==> config.mk <==
export PLATFORM = sky130hd
export DESIGN_NAME = scg_regbank
export DESIGN_NICKNAME = d
export VERILOG_FILES = /design/src/verilog/scg_regbank.v /design/src/verilog/scg_port_pins.v
export VERILOG_INCLUDE_DIRS = /design/src /design/src/shared
export SDC_FILE = /design/constraint.sdc
export NUM_CORES = 1
export LEC_CHECK = 0
export ABC_AREA = 1
export BUFFER_PORTS_ARGS = -buffer_cell sky130_fd_sc_hd__buf_4
export CORE_MARGIN = 2
export CORE_UTILIZATION = 47
export CTS_BUF_LIST = sky130_fd_sc_hd__clkbuf_16
export CTS_CLUSTER_SIZE = 25
export DETAILED_ROUTE_END_ITERATION = 6
export GPL_TIMING_DRIVEN = 0
export PLACE_DENSITY_LB_ADDON = 0.2
export SYNTH_ARGS = -nofsm -noshare
export SYNTH_HDL_FRONTEND = slang
export SYNTH_HIERARCHICAL = 1
export SYNTH_SLANG_ARGS = --single-unit
==> constraint.sdc <==
create_clock -name clk_sys -period 3.3 [get_ports clk_sys]
set_input_delay 0.33 -clock clk_sys [delete_from_list [all_inputs] [get_ports clk_sys]]
set_output_delay 0.33 -clock clk_sys [all_outputs]
set_load 0.05 [all_outputs]
==> src/shared/scg_regs.vh <==
`ifndef SCG_REGS_VH
`define SCG_REGS_VH
// ****************************************
// register indices
// ****************************************
`define SCG_IDX_ANC_ID      8'h07
`define SCG_IDX_FREQ_B3     8'h08
`define SCG_IDX_FREQ_B2     8'h09
`define SCG_IDX_FREQ_B1     8'h0A
`define SCG_IDX_FREQ_B0     8'h0B
`define SCG_IDX_PHASE_HI    8'h0C
`define SCG_IDX_PHASE_LO    8'h0D
`define SCG_IDX_PORT_DATA   8'h0E
`define SCG_IDX_PORT_DIR    8'h0F
// ****************************************
// field positions and reset values
// ****************************************
`define SCG_ANC_ID_MSB      7
`define SCG_ANC_ID_LSB      1
`define SCG_ANC_PARITY_BIT  0
`define SCG_RST_BYTE        8'h00
`define SCG_RST_WORD        32'h0000_0000
`define SCG_RST_HALF        16'h0000
`define SCG_RST_DIR         8'h00
`define SCG_UNMAPPED_DATA   8'h00
`endif

==> src/verilog/scg_regbank.v <==
`timescale 1ns/1ps
`include "scg_regs.vh"
// Summary of operation
// - accept ancillary data only on ID match
// - parity bit stored, never used
// - frequency word from four bytes, 08h MSB
// - upper bytes shadowed, 0Bh write commits when auto load is off
// - sixteen-bit phase offset from 0Ch/0Dh
// - port write drives, read returns pins
// - direction bit one means output
// - pins 7,6,1,0 shared with alternates
// - auto load takes frequency from stream
module scg_regbank (
    clk_sys,
    rst,
    reg_addr,
    reg_wr,
    reg_rd,
    reg_wdata,
    reg_rdata_q,
    auto_freq_load_enable,
    anc_valid,
    anc_data_id,
    anc_freq_valid,
    anc_freq_word,
    anc_accept_q,
    subcarrier_freq_word_q,
    freq_update_q,
    subcarrier_phase_offset_q,
    ancillary_id_bits_q,
    alt_sel,
    alt_out,
    alt_oe,
    pin_in,
    pin_out_q,
    pin_oe_q
);
    input  wire        clk_sys;
    input  wire        rst;
    input  wire [7:0]  reg_addr;                  // register index
    input  wire        reg_wr;                    // write strobe
    input  wire        reg_rd;                    // read strobe
    input  wire [7:0]  reg_wdata;                 // write data
    output reg  [7:0]  reg_rdata_q;               // read data
    input  wire        auto_freq_load_enable;     // stream loads frequency
    input  wire        anc_valid;                 // ancillary packet header valid
    input  wire [7:0]  anc_data_id;               // packet data id
    input  wire        anc_freq_valid;            // frequency word from stream
    input  wire [31:0] anc_freq_word;             // stream frequency value
    output reg         anc_accept_q;              // packet is for us
    output reg  [31:0] subcarrier_freq_word_q;    // to synthesizer
    output reg         freq_update_q;             // one-cycle new word pulse
    output reg  [15:0] subcarrier_phase_offset_q; // to phase logic
    output reg  [6:0]  ancillary_id_bits_q;       // id to parser
    input  wire [7:0]  alt_sel;                   // alternate owns pin
    input  wire [7:0]  alt_out;                   // alternate drive value
    input  wire [7:0]  alt_oe;                    // alternate drive enable
    input  wire [7:0]  pin_in;                    // raw pin levels
    output wire [7:0]  pin_out_q;                 // pin data (flopped in leaf)
    output wire [7:0]  pin_oe_q;                  // pin enable (flopped in leaf)

    // ****************************************
    // storage
    // ****************************************
    reg  [7:0] anc_id_q;       // full id byte incl. parity
    reg  [7:0] shadow_b3_q;    // frequency shadow, msb
    reg  [7:0] shadow_b2_q;    // frequency shadow
    reg  [7:0] shadow_b1_q;    // frequency shadow
    reg  [7:0] port_data_q;    // port write data
    reg  [7:0] port_dir_q;     // port direction
    wire [7:0] pin_level;      // synchronised pin levels

    // compare the seven id bits, ignoring bit 0
    function id_match;
        input [7:0] prog;
        input [7:0] seen;
        begin
            id_match = (prog[`SCG_ANC_ID_MSB:`SCG_ANC_ID_LSB] ==
                        seen[`SCG_ANC_ID_MSB:`SCG_ANC_ID_LSB]);
        end
    endfunction

    // ****************************************
    // register writes
    // ****************************************
    always @(posedge clk_sys or posedge rst) begin
        if (rst) begin
            anc_id_q                  <= `SCG_RST_BYTE;
            shadow_b3_q               <= `SCG_RST_BYTE;
            shadow_b2_q               <= `SCG_RST_BYTE;
            shadow_b1_q               <= `SCG_RST_BYTE;
            subcarrier_freq_word_q    <= `SCG_RST_WORD;
            freq_update_q             <= 1'b0;
            subcarrier_phase_offset_q <= `SCG_RST_HALF;
            port_data_q               <= `SCG_RST_BYTE;
            port_dir_q                <= `SCG_RST_DIR;
        end else begin
            freq_update_q <= 1'b0;
            if (auto_freq_load_enable) begin
                if (anc_freq_valid) begin
                    subcarrier_freq_word_q <= anc_freq_word;
                    freq_update_q          <= 1'b1;
                end
            end else if (reg_wr && reg_addr == `SCG_IDX_FREQ_B0) begin
                subcarrier_freq_word_q <= {shadow_b3_q, shadow_b2_q, shadow_b1_q, reg_wdata};
                freq_update_q          <= 1'b1;
            end
            if (reg_wr) begin
                case (reg_addr)
                    `SCG_IDX_ANC_ID:    anc_id_q <= reg_wdata;
                    `SCG_IDX_FREQ_B3:   shadow_b3_q <= reg_wdata;
                    `SCG_IDX_FREQ_B2:   shadow_b2_q <= reg_wdata;
                    `SCG_IDX_FREQ_B1:   shadow_b1_q <= reg_wdata;
                    `SCG_IDX_PHASE_HI:  subcarrier_phase_offset_q[15:8] <= reg_wdata;
                    `SCG_IDX_PHASE_LO:  subcarrier_phase_offset_q[7:0]  <= reg_wdata;
                    `SCG_IDX_PORT_DATA: port_data_q <= reg_wdata;
                    `SCG_IDX_PORT_DIR:  port_dir_q <= reg_wdata;
                    default:            port_dir_q <= port_dir_q;
                endcase
            end
        end
    end

    // ****************************************
    // register reads and id filter
    // ****************************************
    always @(posedge clk_sys or posedge rst) begin
        if (rst) begin
            reg_rdata_q         <= `SCG_RST_BYTE;
            anc_accept_q        <= 1'b0;
            ancillary_id_bits_q <= 7'h00;
        end else begin
            ancillary_id_bits_q <= anc_id_q[`SCG_ANC_ID_MSB:`SCG_ANC_ID_LSB];
            anc_accept_q <= anc_valid && id_match(anc_id_q, anc_data_id);
            if (reg_rd) begin
                case (reg_addr)
                    `SCG_IDX_ANC_ID:    reg_rdata_q <= anc_id_q;
                    `SCG_IDX_FREQ_B3:   reg_rdata_q <= shadow_b3_q;
                    `SCG_IDX_FREQ_B2:   reg_rdata_q <= shadow_b2_q;
                    `SCG_IDX_FREQ_B1:   reg_rdata_q <= shadow_b1_q;
                    `SCG_IDX_FREQ_B0:   reg_rdata_q <= subcarrier_freq_word_q[7:0];
                    `SCG_IDX_PHASE_HI:  reg_rdata_q <= subcarrier_phase_offset_q[15:8];
                    `SCG_IDX_PHASE_LO:  reg_rdata_q <= subcarrier_phase_offset_q[7:0];
                    `SCG_IDX_PORT_DATA: reg_rdata_q <= pin_level;
                    `SCG_IDX_PORT_DIR:  reg_rdata_q <= port_dir_q;
                    default:            reg_rdata_q <= `SCG_UNMAPPED_DATA;
                endcase
            end
        end
    end

    // ****************************************
    // port pins
    // ****************************************
    scg_port_pins u_pins (
        .clk_sys     (clk_sys),
        .rst         (rst),
        .port_dir_q  (port_dir_q),
        .port_out_q  (port_data_q),
        .alt_sel     (alt_sel),
        .alt_out     (alt_out),
        .alt_oe      (alt_oe),
        .pin_in      (pin_in),
        .pin_out_q   (pin_out_q),
        .pin_oe_q    (pin_oe_q),
        .pin_level_q (pin_level)
    );
endmodule

==> src/verilog/scg_port_pins.v <==
`timescale 1ns/1ps
`include "scg_regs.vh"
// ****************************************
// eight-pin port with alternate functions
// ****************************************
module scg_port_pins (
    clk_sys,
    rst,
    port_dir_q,
    port_out_q,
    alt_sel,
    alt_out,
    alt_oe,
    pin_in,
    pin_out_q,
    pin_oe_q,
    pin_level_q
);
    input  wire       clk_sys;
    input  wire       rst;
    input  wire [7:0] port_dir_q;   // 1 = output
    input  wire [7:0] port_out_q;   // written data
    input  wire [7:0] alt_sel;      // pin given to alternate function
    input  wire [7:0] alt_out;      // alternate function drive value
    input  wire [7:0] alt_oe;       // alternate function drive enable
    input  wire [7:0] pin_in;       // raw pin levels
    output reg  [7:0] pin_out_q;    // value put on pins
    output reg  [7:0] pin_oe_q;     // high while driving
    output reg  [7:0] pin_level_q;  // synchronised pin levels

    // only pins 7, 6, 1, 0 may be handed over
    localparam [7:0] SHARED_MASK = 8'hC3;

    reg  [7:0] sync1_q;             // first sync stage
    wire [7:0] use_alt;             // alternate function owns pin

    assign use_alt = alt_sel & SHARED_MASK;

    // ****************************************
    // pin drive and sampling
    // ****************************************
    always @(posedge clk_sys or posedge rst) begin
        if (rst) begin
            pin_out_q   <= `SCG_RST_BYTE;
            pin_oe_q    <= `SCG_RST_DIR;
            sync1_q     <= `SCG_RST_BYTE;
            pin_level_q <= `SCG_RST_BYTE;
        end else begin
            pin_out_q   <= (use_alt & alt_out) | (~use_alt & port_out_q);
            pin_oe_q    <= (use_alt & alt_oe) | (~use_alt & port_dir_q);
            sync1_q     <= pin_in;
            pin_level_q <= sync1_q;
        end
    end
endmodule

Word level (Yosys, flattened, before mapping) --
Cells that the tools add are included.
Storage, ports and cells: output and inout port bits 81, word-level logic and storage cells 54, bits in registers 145, input bits 95
Cells by class: bitwise gates (word level) 7, reduce and logical (&&, ||, !) cells 12, multiplexer cells 7, equal/unequal tests 11
Operators with widths (number):
- $mux W32 | 3
- $pmux W8 S9 | 1
- $eq A8 B4 Y1 const B | 8
- $and A8 B8 Y8 | 4
- $reduce_and A2 Y1 | 9
- $or A8 B8 Y8 | 2
- $eq A8 B3 Y1 const B | 1
- $not A8 Y8 | 1
- $eq A7 B7 Y1 | 1
- $mux W1 | 3
- $logic_and A1 B1 Y1 | 2
- $ne A2 B1 Y1 const B | 1
- $reduce_bool A2 Y1 | 1

Longest topological paths before layout --
Gate-level depths: netlist of run 1.
depth in word-level cells 4, mapped depth 11, depth with buffers taken out 9

By module --
The synthesis of run 1 kept the hierarchy.
Modules (own cells, without submodules):
- scg_regbank | instances 1, area an instance 5213.8 um^2, sequential area each 2827.7 um^2, cells an instance 632
- scg_port_pins | instances 1, area an instance 909.6 um^2, sequential area each 800.8 um^2, cells an instance 61

Least setup slack after synthesis of run 1 --
Ideal clock, no wire load.
path kind in2reg, start input reg_addr[4], end register reg_rdata_q[0], setup time 66 ps, stages on the path 11, data arrival time 1321 ps, data required time 3234 ps, setup slack 1913 ps, buffers on the path 2, cell sequence inv_1 nand2_1 nor2_4 buf_4 buf_4 nand3_1 nand2_1 nor2_1 nand3_1 nand2_1 nand2_1
On the way: cells in the longest elaborated chain, start to end 2, elaborated cells on any way between the ends 10, classes of those cells eq/ne (9); mux (1)
RTL lines:
- start: declaration | line scg_regbank.v:40 | input wire [7:0] reg_addr;
- $eq A8 B4 Y1 or $eq A8 B3 Y1 (tied branches) | line scg_regbank.v:136 | case (reg_addr)
- $pmux W8 S9 (*) | line scg_regbank.v:136
- end signal: assignment | line scg_regbank.v:137 | `SCG_IDX_ANC_ID: reg_rdata_q <= anc_id_q;
- end signal: assignment | line scg_regbank.v:138 | `SCG_IDX_FREQ_B3: reg_rdata_q <= shadow_b3_q;
- end signal: assignment | line scg_regbank.v:139 | `SCG_IDX_FREQ_B2: reg_rdata_q <= shadow_b2_q;
- end: declaration | line scg_regbank.v:44 | output reg [7:0] reg_rdata_q;
Every way passes the cells marked *; elsewhere a longest branch is shown, timed or not. A chain may end at the register's enable or synchronous reset.

Worst setup path in the final report of run 1 --
start register subcarrier_freq_word_q[5], end output subcarrier_freq_word_q[5]
RTL lines:
- start: declaration | line scg_regbank.v:51 | output reg [31:0] subcarrier_freq_word_q;
- start signal: assignment | line scg_regbank.v:92 | subcarrier_freq_word_q <= `SCG_RST_WORD;
- start signal: assignment | line scg_regbank.v:101 | subcarrier_freq_word_q <= anc_freq_word;
- start signal: assignment | line scg_regbank.v:105 | subcarrier_freq_word_q <= {shadow_b3_q, shadow_b2_q, shadow_b1_q, reg_wdata};
No word-level cell between the ends.

==> PnR_summary.wiki, run 1 <==
{| class="wikitable"
! Metric !! Value
|-
| Clock buffer count from CTS || 17
|-
| Maximum number of pins on one net before global-route repair || 45
|-
| Wirelength, routed || 17.3 mm
|-
| Max incr delay on CP || 420 ps
|-
| Total die area || 14000 µm²
|-
| Startpoint type of the worst setup path || register
|-
| Number of enable flip-flop cells after synthesis || 0
|-
| Initial cell density of the core || 48.3%
|-
| First-pass GRT wire length || 27.7 mm
|-
| Number of remaining DRC errors || 0
|-
| Achievable Freq || 0.712 GHz
|-
| WP buf/inv || 1
|-
| Leading cell type by number of instances after synthesis || sky130_fd_sc_hd__nand2_1
|-
| Max Cap Viol || 0
|-
| Library cell with the largest summed area after synthesis || sky130_fd_sc_hd__dfrtp_1
|-
| Type of the worst min-delay path || in2reg
|-
| Number of clock sinks || 145
|-
| List of most frequent post-synthesis cells || sky130_fd_sc_hd__nand2_1, sky130_fd_sc_hd__dfrtp_1, sky130_fd_sc_hd__nor2_1, sky130_fd_sc_hd__o21ai_0, sky130_fd_sc_hd__nand3_1
|-
| Critical path endpoint category || output pin
|-
| Family with the most delay on the worst path || flip-flops
|-
| H-tree depth || 4
|-
| Area used by multi-input combinational logic || 2150 µm²
|-
| Number of detailed-route iterations in the first pass || 7
|-
| Starting DRC count in detailed routing || 399
|-
| RSZ-0062 raised after global routing || false
|-
| Root buffer selected by CTS || sky130_fd_sc_hd__clkbuf_16
|-
| Sum of overflow across all layers after global routing || 0
|-
| Clock transition at the registers of the reported paths || 60 ps
|-
| Number of nets in the final layout || 971
|-
| Worst slew margin || 66.8%
|-
| Average vias per placed instance || 5.19
|-
| Number of primary I/O pins || 176
|-
| Final critical delay including setup and external delays || 1400 ps
|-
| Number of fill cells in the layout || 1045
|-
| Final GP Congestion || 0.867
|-
| Fin. Hold Viols || 0
|-
| Result of the run || finished, final reports clean
|-
| Distinct cell type count after synthesis || 22
|-
| Routed wire per std cell || 16.3 µm
|-
| Number of gates given a new drive strength after cts || 0
|-
| Number of antenna violations at the first check in global routing || 0
|-
| Max Fanout on Critical Path || 3
|-
| Half-perimeter wire length of the detailed placement result || 12.6 mm
|-
| Total area of sequential cells || 3630 µm²
|-
| Most used flip-flop cell after synthesis || sky130_fd_sc_hd__dfrtp_1
|-
| GR Util All Layers || 25.6%
|-
| Fraction of final layout cells sized beyond drive strength 1 || 26.2%
|-
| WHS || 11.4 ps
|-
| Diode insertion count for antenna repair || 0
|-
| Power Dens Cells || 580 nW/µm²
|-
| Worst-path cell chain || buf_4
|-
| Cells after Synth || 693
|-
| Largest cells by area after synthesis || sky130_fd_sc_hd__dfrtp_1, sky130_fd_sc_hd__nand2_1, sky130_fd_sc_hd__o21ai_0, sky130_fd_sc_hd__nand3_1, sky130_fd_sc_hd__nor2_1
|-
| Netlist Area Pre-Place || 6120 µm²
|-
| Antenna Nets Post-Route || 0
|-
| Worst path slowest cell || sky130_fd_sc_hd__dfrtp_1
|-
| Area inside the core boundary || 12700 µm²
|-
| Number of I/O port buffers || 159
|-
| Max IR drop VDD || 0.452 mV
|-
| Number of placement rows || 41
|-
| Share of flip-flops with an asynchronous set or reset after synthesis || 100%
|-
| Worst setup path class || reg2out
|-
| Leakage power of the design || 0.00418 µW
|-
| Share of the synthesized area in the top cell type || 59.3%
|-
| Setup Fix Bufs, Post-CTS || 0
|-
| Measured slew at the worst slew-check pin || 497 ps
|-
| Area overhead of the layout relative to synthesis || 35.0%
|-
| Part of the cycle the worst path needs || 42.5%
|-
| Fin Setup TNS || 0 ps
|-
| CTS max path bufs || 2
|-
| Count of vias placed by the detailed router || 5508
|-
| Data required, critical path || 2970 ps
|-
| CP arrival || 1070 ps
|-
| Synth Net Count || 788
|-
| Synth warnings || 6
|-
| Horizontal die dimension || 118 µm
|-
| Total power || 4800 µW
|-
| Die boundary height || 118 µm
|-
| Worst skew pair latency || 420 ps
|-
| Setup-failing EPs final || 0
|-
| Number of global-route vias before repair || 5418
|-
| Post-synthesis average cell area || 8.84 µm²
|-
| Post-Route Utilization || 65.2%
|-
| Share of synthesized area occupied by flip-flops and latches || 59.3%
|-
| Number of flip-flops and latches in the synthesized netlist || 145
|-
| Worst clock skew || 4.33 ps
|-
| CTS tree || built
|-
| Pins Over Slew Limit || 0
|}
## where the power goes
part	switching (µW)	internal, µW	leakage, µW
clock network	738	1330	0.000302
registers	79.9	1890	0.00189
logic	507	245	0.00199
## per-layer routing
metal  wire length (µm)  global-route usage [%]
met1               7600                    34.9
met2               8140                    40.2
met3               1190                    5.69
met4                354                    9.71
met5                  0                       0
## sequential cells by signal (all words and copies together), names as in the netlist
| signal | flops |
|---|---|
| u_pins/pin_out_q | 8 |
| port_data_q | 8 |
| ancillary_id_bits_q | 7 |
| shadow_b1_q | 8 |
| subcarrier_phase_offset_q | 16 |
| u_pins/pin_oe_q | 8 |
| u_pins/pin_level_q | 8 |
| reg_rdata_q | 8 |
| shadow_b3_q | 8 |
| subcarrier_freq_word_q | 32 |
| u_pins/sync1_q | 8 |
| port_dir_q | 8 |
| shadow_b2_q | 8 |
| anc_id_q | 8 |
| anc_accept_q | 1 |
| freq_update_q | 1 |
## area by class of cell
type                       count  share of cell area (%)
clock buffer                  17                    5.15
multi-input combinational    470                    26.0
clock inverter                15                    2.60
sequential                   145                    43.9
buffer                        30                    2.01
inverter                      48                    2.22
tap                          172                    2.60
timing repair buffer         164                    15.5
## placed cells by master, fill, tap and decap left out, drive strengths merged
cell type,count
nor2,82
xnor2,7
nand3,66
clkinvlp,4
dfrtp,145
nor3b,1
o211ai,7
buf,185
dlygate4sd3,1
bufinv,5
nand4,3
a31oi,25
clkinv,7
clkbuf,25
o21ai,72
nand2,207
inv,47
## final timing paths
kind	start	end	slack, ps	depth (start not counted)
max	subcarrier_freq_word_q[5]	subcarrier_freq_word_q[5]	1900	1
min	pin_in[5]	u_pins/sync1_q[5]	10	1
max reg2reg	port_dir_q[5]	reg_rdata_q[5]	2170	6
min reg2reg	u_pins/sync1_q[6]	u_pins/pin_level_q[6]	350	0
max in group asynchronous	rst	anc_id_q[4]	2290	5
min in group asynchronous	rst	u_pins/sync1_q[0]	410	3
## stage by stage
stage               cell area [µm²]  cells  setup WS [ps]
finish                         8270   1061           1900
global route                   8270   1061           1800
CTS                            8250   1060           1660
detailed placement             7600   1027           1510
global placement               7540   1024            914
floorplan                      6130    693           1600
## what timing repair did
item	CTS	global route
hold buffers	1	0
setup endpoints to repair	0	0
hold endpoints to repair	39	0
## kinds of logic after synthesis
family          after synthesis  share of synthesized area [%]
flops                       145                           59.3
xor+xnor                      7                           1.00
compound gates              104                           9.36
simple gates                359                           24.7
buf+inv                      78                           5.66
(Power assumes the default switching activity.)
==> run 2, diff against run 1 <==
Settings changed: CORE_UTILIZATION 47 to 52.
Clock period 3.3 ns to 1.3 ns, I/O delays scaled along.
==> PnR_summary.wiki, run 2 (same netlist as run 1, synthesis figures left out) <==
{| class="wikitable"
! Metric !! Value
|-
| Final GP Congestion || 0.865
|-
| Antenna Nets Post-Route || 0
|-
| Max Cap Viol || 0
|-
| Max IR drop VDD || 0.904 mV
|-
| CP arrival || 1590 ps
|-
| Root buffer selected by CTS || sky130_fd_sc_hd__clkbuf_16
|-
| Number of antenna violations at the first check in global routing || 0
|-
| Number of detailed-route iterations in the first pass || 6
|-
| Cell area after placement || 7570 µm²
|-
| RSZ-0062 raised after global routing || false
|-
| Design area || 8840 µm²
|-
| Fin. Hold Viols || 0
|-
| Number of placement rows || 39
|-
| Result of the run || finished, final reports clean
|-
| Critical path endpoint category || register
|-
| Number of primary I/O pins || 176
|-
| Pins Over Slew Limit || 0
|-
| Most frequent standard cell in the layout excluding fill and tap cells || sky130_fd_sc_hd__nand2_1
|-
| Register with the highest flop count || subcarrier_freq_word_q
|-
| Area overhead of the layout relative to synthesis || 44.4%
|-
| H-tree depth || 4
|-
| Count of vias placed by the detailed router || 5858
|-
| First-pass GRT wire length || 30.2 mm
|-
| Fraction of final layout cells sized beyond drive strength 1 || 24.7%
|-
| Measured slew at the worst slew-check pin || 1200 ps
|-
| Number of nets in the final layout || 1035
|-
| Power Dens Cells || 1380 nW/µm²
|-
| Leading registers by flop count || subcarrier_freq_word_q: 32 flops, subcarrier_phase_offset_q: 16 flops
|-
| Worst setup path class || in2reg
|-
| Clock transition at the registers of the reported paths || 60 ps
|-
| Number of I/O port buffers || 159
|-
| Startpoint type of the worst setup path || primary input
|-
| Diode insertion count for antenna repair || 0
|-
| GR Util All Layers || 30.7%
|-
| CTS tree || built
|-
| Setup-failing EPs final || 0
|-
| Total power || 12200 µW
|-
| Worst clock skew || 5.74 ps
|-
| Part of the cycle the worst path needs || 94.9%
|-
| Fin Setup TNS || 0 ps
|-
| Number of global-route vias before repair || 6043
|-
| Horizontal die dimension || 113 µm
|-
| Die boundary height || 113 µm
|-
| Type of the worst min-delay path || in2reg
|-
| CTS max path bufs || 2
|-
| WHS || 5.08 ps
|-
| Most frequent cells in the layout || sky130_fd_sc_hd__nand2_1, sky130_fd_sc_hd__buf_4, sky130_fd_sc_hd__dfrtp_1, sky130_fd_sc_hd__nor2_1, sky130_fd_sc_hd__o21ai_0
|-
| Max Fanout on Critical Path || 10
|-
| Final critical delay including setup and external delays || 1230 ps
|-
| Clock buffer count from CTS || 17
|-
| Number of clock sinks || 145
|-
| Number of remaining DRC errors || 0
|-
| Number of cells in the finished layout apart from fillers || 1096
|-
| Worst slew margin || 19.8%
|-
| Maximum number of pins on one net before global-route repair || 39
|-
| Max reg flops || 32
|-
| Worst skew pair latency || 420 ps
|-
| Initial cell density of the core || 53.4%
|-
| Achievable Freq || 0.811 GHz
|-
| Routed wire per std cell || 17.0 µm
|-
| Data required, critical path || 1660 ps
|-
| Leakage power of the design || 0.00444 µW
|-
| Wirelength, routed || 18.6 mm
|-
| Area inside the core boundary || 11500 µm²
|-
| Sum of overflow across all layers after global routing || 0
|-
| R2r setup slk || 150 ps
|-
| Average vias per placed instance || 5.34
|-
| Number of cells after detailed placement || 998
|-
| Total die area || 12700 µm²
|-
| Half-perimeter wire length of the detailed placement result || 12.5 mm
|-
| Starting DRC count in detailed routing || 538
|}
-- run 2: final cells by class --
| cell class | count | area, µm² |
|---|---|---|
| fillers | 773 | 2630 |
| well taps | 143 | 179 |
| clock inverters | 15 | 194 |
| flip-flops and latches | 145 | 3630 |
| repair buffers | 228 | 1920 |
| inverters | 48 | 184 |
| clock buffers | 17 | 425 |
| plain buffers | 30 | 166 |
| multi-input cells | 470 | 2150 |
-- run 2: worst max-delay path, cell delays in order --
cell and delay, ps:
sky130_fd_sc_hd__buf_4 110, sky130_fd_sc_hd__inv_1 60, sky130_fd_sc_hd__nand2_1 90, sky130_fd_sc_hd__nor2_4 220
sky130_fd_sc_hd__buf_4 230, sky130_fd_sc_hd__buf_4 210, sky130_fd_sc_hd__nand3_1 90, sky130_fd_sc_hd__nand2_1 140
sky130_fd_sc_hd__nor2_1 80, sky130_fd_sc_hd__nand3_1 100, sky130_fd_sc_hd__nand2_1 60, sky130_fd_sc_hd__nand2_1 70
-- run 2: path summary, 6_finish.rpt --
path / start / end / cells past startpoint
worst max-delay path: reg_addr[6] / reg_rdata_q[4] / 12
worst min-delay path: anc_data_id[6] / anc_accept_q / 4
worst max register to register: anc_id_q[4] / reg_rdata_q[4] / 6
worst min register to register: u_pins/sync1_q[6] / u_pins/pin_level_q[6] / 0
max in group asynchronous: rst / subcarrier_freq_word_q[10] / 5
min in group asynchronous: rst / u_pins/sync1_q[3] / 2
-- run 2: repair_timing --
item	CTS	global route
setup buffers	0	2
resized for setup	0	0
hold buffers	64	0
setup endpoints to repair	0	2
hold endpoints to repair	70	0
-- run 2: per-layer routing --
layer	vias up	global-route usage [%]	share of wire [%]
li1	2744	-	-
met3	49	7.67	8.3
met2	318	50.5	49
met1	2747	39.7	40
met4	0	11.3	2.9
met5	-	0	0
-- run 2: report_power, final --
part	internal, µW	switching [µW]	leakage, µW	total [µW]
combinational	743	1340	0.00225	2080
sequential	4810	208	0.00189	5020
clock	3200	1910	0.000298	5110
total	8750	3460	0.00444	12200
-- run 2: through the flow --
| step | util [%] | worst slack, ps |
|---|---|---|
| detailed placement | 66.0 | -329 |
| global route | 77.1 | 0.178 |
| CTS | 77.0 | 102 |
| global placement | 65.4 | -896 |
| floorplan | - | -201 |
| finish | 77.1 | 66.8 |
==> run 3, diff against run 2 <==
Settings changed: ABC_AREA 1 to unset, MAX_ROUTING_LAYER set to met4.
==> PnR_summary.wiki, run 3 <==
{| class="wikitable"
! Metric !! Value
|-
| Antenna Nets Post-Route || 0
|-
| Root buffer selected by CTS || sky130_fd_sc_hd__clkbuf_16
|-
| Wirelength, routed || 17.9 mm
|-
| Count of vias placed by the detailed router || 4692
|-
| Number of cells after detailed placement || 764
|-
| Family with the most delay on the worst path || multiplexers
|-
| Startpoint type of the worst setup path || register
|-
| Number of remaining DRC errors || 9
|-
| Worst-path cell chain || mux4_2, nand4b_1, o211a_1, a311oi_1
|-
| Worst setup path class || reg2reg
|-
| Cells after Synth || 461
|-
| CTS tree || built
|-
| Type of the worst min-delay path || in2reg
|-
| Die boundary height || 113 µm
|-
| Diode insertion count for antenna repair || 0
|-
| Clock transition at the registers of the reported paths || 60 ps
|-
| Distinct cell type count after synthesis || 50
|-
| Result of the run || finished, violations left
|-
| Half-perimeter wire length of the detailed placement result || 12.2 mm
|-
| Number of fill cells in the layout || 717
|-
| Number of placement rows || 39
|-
| Fraction of final layout cells sized beyond drive strength 1 || 47.6%
|-
| Leakage power of the design || 0.00442 µW
|-
| Pins Over Slew Limit || 0
|-
| Startpoint of the most critical setup path || subcarrier_phase_offset_q[1]
|-
| Number of clock sinks || 145
|-
| Starting DRC count in detailed routing || 393
|-
| Part of the total power dissipated in the clock network || 39.7%
|-
| H-tree depth || 4
|-
| Minimum setup slack in the final design || -107 ps
|-
| Number of cells in the finished layout apart from fillers || 851
|-
| Setup slack after placement || -663 ps
|-
| Number of primary I/O pins || 176
|-
| Number of antenna violations at the first check in global routing || 0
|-
| Horizontal die dimension || 113 µm
|-
| Share of the synthesized area in the top cell type || 58.8%
|-
| Max IR drop VDD || 1.25 mV
|-
| Share of synthesized area occupied by flip-flops and latches || 58.8%
|-
| R2r setup slk || -110 ps
|-
| Sum of overflow across all layers after global routing || 0
|-
| Number of detailed-route iterations in the first pass || 7
|-
| Part of the cycle the worst path needs || 108%
|-
| Leading cell type by number of instances after synthesis || sky130_fd_sc_hd__dfrtp_1
|-
| Number of global-route vias before repair || 4918
|-
| Max reg flops || 32
|-
| Area inside the core boundary || 11500 µm²
|-
| Worst Reg2Reg Path Length in Cells || 4
|-
| Beginning of the worst register-to-register path || subcarrier_phase_offset_q[1]
|-
| RSZ-0062 raised after global routing || true
|-
| Largest cells by area after synthesis || sky130_fd_sc_hd__dfrtp_1, sky130_fd_sc_hd__mux2_2, sky130_fd_sc_hd__mux2i_1, sky130_fd_sc_hd__o21ai_0, sky130_fd_sc_hd__nand2_1
|-
| Most used flip-flop cell after synthesis || sky130_fd_sc_hd__dfrtp_1
|-
| Number of nets in the final layout || 790
|-
| Final critical delay including setup and external delays || 1410 ps
|-
| Fin. Hold Viols || 1
|-
| Most frequent cells in the layout || sky130_fd_sc_hd__buf_4, sky130_fd_sc_hd__dfrtp_1, sky130_fd_sc_hd__mux2_2, sky130_fd_sc_hd__mux2i_1, sky130_fd_sc_hd__nand2_1
|-
| WHS || -1.89 ps
|-
| R2r endpoint || reg_rdata_q[1]
|-
| Number of enable flip-flop cells after synthesis || 0
|-
| Measured slew at the worst slew-check pin || 914 ps
|-
| Library cell with the largest summed area after synthesis || sky130_fd_sc_hd__dfrtp_1
|-
| Most frequent standard cell in the layout excluding fill and tap cells || sky130_fd_sc_hd__buf_4
|-
| Sw Share || 28.8%
|-
| Relative contribution of sequential cells to total power || 42.1%
|-
| Post-synthesis average cell area || 13.4 µm²
|-
| CP arrival || 1680 ps
|-
| Register with the highest flop count || subcarrier_freq_word_q
|-
| Power Dens Cells || 1330 nW/µm²
|-
| Synth Net Count || 556
|-
| Number of flip-flops and latches in the synthesized netlist || 145
|-
| Maximum number of pins on one net before global-route repair || 44
|-
| Achievable Freq || 0.711 GHz
|-
| Initial cell density of the core || 53.6%
|-
| Violations in the final reports || design-rule violations, negative hold slack, negative setup slack
|-
| Worst skew pair latency || 430 ps
|-
| Worst clock skew || 8.64 ps
|-
| Netlist Area Pre-Place || 6170 µm²
|-
| Max Fanout on Critical Path || 2
|-
| Routed wire per std cell || 21.1 µm
|-
| Switching power summed over all nets || 3400 µW
|-
| Worst slew margin || 39.0%
|-
| Setup crit end || reg_rdata_q[1]
|-
| CTS max path bufs || 2
|-
| List of most frequent post-synthesis cells || sky130_fd_sc_hd__dfrtp_1, sky130_fd_sc_hd__mux2_2, sky130_fd_sc_hd__nand2_1, sky130_fd_sc_hd__mux2i_1, sky130_fd_sc_hd__o21ai_0
|-
| Number of I/O port buffers || 158
|-
| Data required, critical path || 1570 ps
|-
| Max Cap Viol || 0
|-
| GR Util All Layers || 30.1%
|-
| Setup-failing EPs final || 7
|-
| WP buf/inv || 0
|-
| Final GP Congestion || 0.904
|-
| Clock buffer count from CTS || 17
|-
| CP Depth || 4
|-
| Worst path slowest cell || sky130_fd_sc_hd__mux4_2
|-
| Critical path endpoint category || register
|-
| Average vias per placed instance || 5.51
|-
| Internal portion of total power || 8440 µW
|-
| Synth warnings || 6
|-
| Area overhead of the layout relative to synthesis || 44.7%
|-
| First-pass GRT wire length || 27.7 mm
|-
| Share of flip-flops with an asynchronous set or reset after synthesis || 100%
|-
| Combinational fraction of design power || 18.2%
|-
| Max incr delay on CP || 490 ps
|-
| Total die area || 12700 µm²
|-
| Leading registers by flop count || subcarrier_freq_word_q: 32 flops, subcarrier_phase_offset_q: 16 flops
|}
run 3: cell count changes after synthesis, moves of 7 or more:
cell and change:
sky130_fd_sc_hd__nand2_1 -160, sky130_fd_sc_hd__o21ai_0 -32, sky130_fd_sc_hd__a31oi_1 -24, sky130_fd_sc_hd__mux2i_1 +43
sky130_fd_sc_hd__mux2_2 +66, sky130_fd_sc_hd__nand3_1 -58, sky130_fd_sc_hd__inv_1 -45, sky130_fd_sc_hd__nor2_1 -66
sky130_fd_sc_hd__o211ai_1 -7, sky130_fd_sc_hd__buf_4 -7
run 3: final cells by class:
type / instances / area [µm²] / area share [%]
Clock buffer: 17 / 425 / 4.77
Inverter: 3 / 15.0 / 0.168
Clock inverter: 15 / 145 / 1.63
Tap cell: 143 / 179 / 2.00
Sequential cell: 145 / 3630 / 40.7
Multi-Input combinational cell: 287 / 2600 / 29.2
Timing Repair inverter: 1 / 5.00 / 0.0561
Timing Repair Buffer: 216 / 1790 / 20.0
Buffer: 24 / 136 / 1.53
run 3: routing by layer:
layer	vias to the layer above	GRT usage (%)	share of wire [%]
met5	-	-	0
met4	0	7.72	1.5
met3	16	9.05	6.7
met2	165	45.5	49
met1	2361	40.5	43
li1	2150	-	-
run 3: power by group through the flow:
| stage | combinational [µW] | clock [µW] | sequential, µW |
|---|---|---|---|
| after floorplan | 562 | 0 | 5680 |
| after global placement | 1920 | 0 | 5060 |
| after detailed placement | 1970 | 0 | 5070 |
| after CTS | 2120 | 4750 | 4990 |
| after global routing | 2280 | 4940 | 5020 |
| final | 2150 | 4700 | 4990 |
run 3: how the worst min path moves through the flow:
stage | startpoint | end | slack (ps) | depth (start not counted)
floorplan | pin_in[0] | u_pins/sync1_q[0] | 160 | 0
global placement | pin_in[6] | u_pins/sync1_q[6] | 240 | 1
detailed placement | pin_in[6] | u_pins/sync1_q[6] | 240 | 1
CTS | anc_freq_word[27] | subcarrier_freq_word_q[27] | 0.6 | 3
global route | anc_data_id[1] | anc_accept_q | 7 | 4
finish | anc_freq_word[5] | subcarrier_freq_word_q[5] | -2 | 3
run 3: what timing repair did:
item | 4_1_cts | 5_1_grt
buffers inserted | 19 | 3
gates cloned | 0 | 1
setup endpoints to repair | 52 | 179
hold buffers | 32 | 1
gates resized for setup | 22 | 21
endpoints found under the hold margin | 60 | 32
pin swaps | 6 | 8
run 3: worst min-delay path, delay by kind of cell:
family	cells	cell delay [ps]
muxes	1	50
AOI/OAI and AO/OA	1	130
buffers and inverters	1	80
run 3: through the flow:
stage / setup TNS, ps / utilization (%) / area [µm²] / power [µW]
floorplan: -33990 / - / 6240 / 6240
CTS: -355 / 76.3 / 8790 / 11900
detailed placement: -48440 / 66.4 / 7650 / 7040
global placement: -149700 / 66.1 / 7610 / 6980
finish: -363 / 77.5 / 8930 / 11800
global route: -1340 / 77.5 / 8930 / 12200
run 3: kinds of logic (layout without fill, tap and decap cells):
| logic type | Yosys count | in the layout | share of synthesized area (%) |
|---|---|---|---|
| DFF | 145 | 145 | 58.8 |
| and+or+nand+nor | 89 | 89 | 8.40 |
| buffers and inverters | 29 | 276 | 1.99 |
| muxes | 122 | 122 | 22.5 |
| xor gates and xnor gates | 7 | 7 | 0.994 |
| AOI/OAI and AO/OA | 69 | 69 | 7.28 |
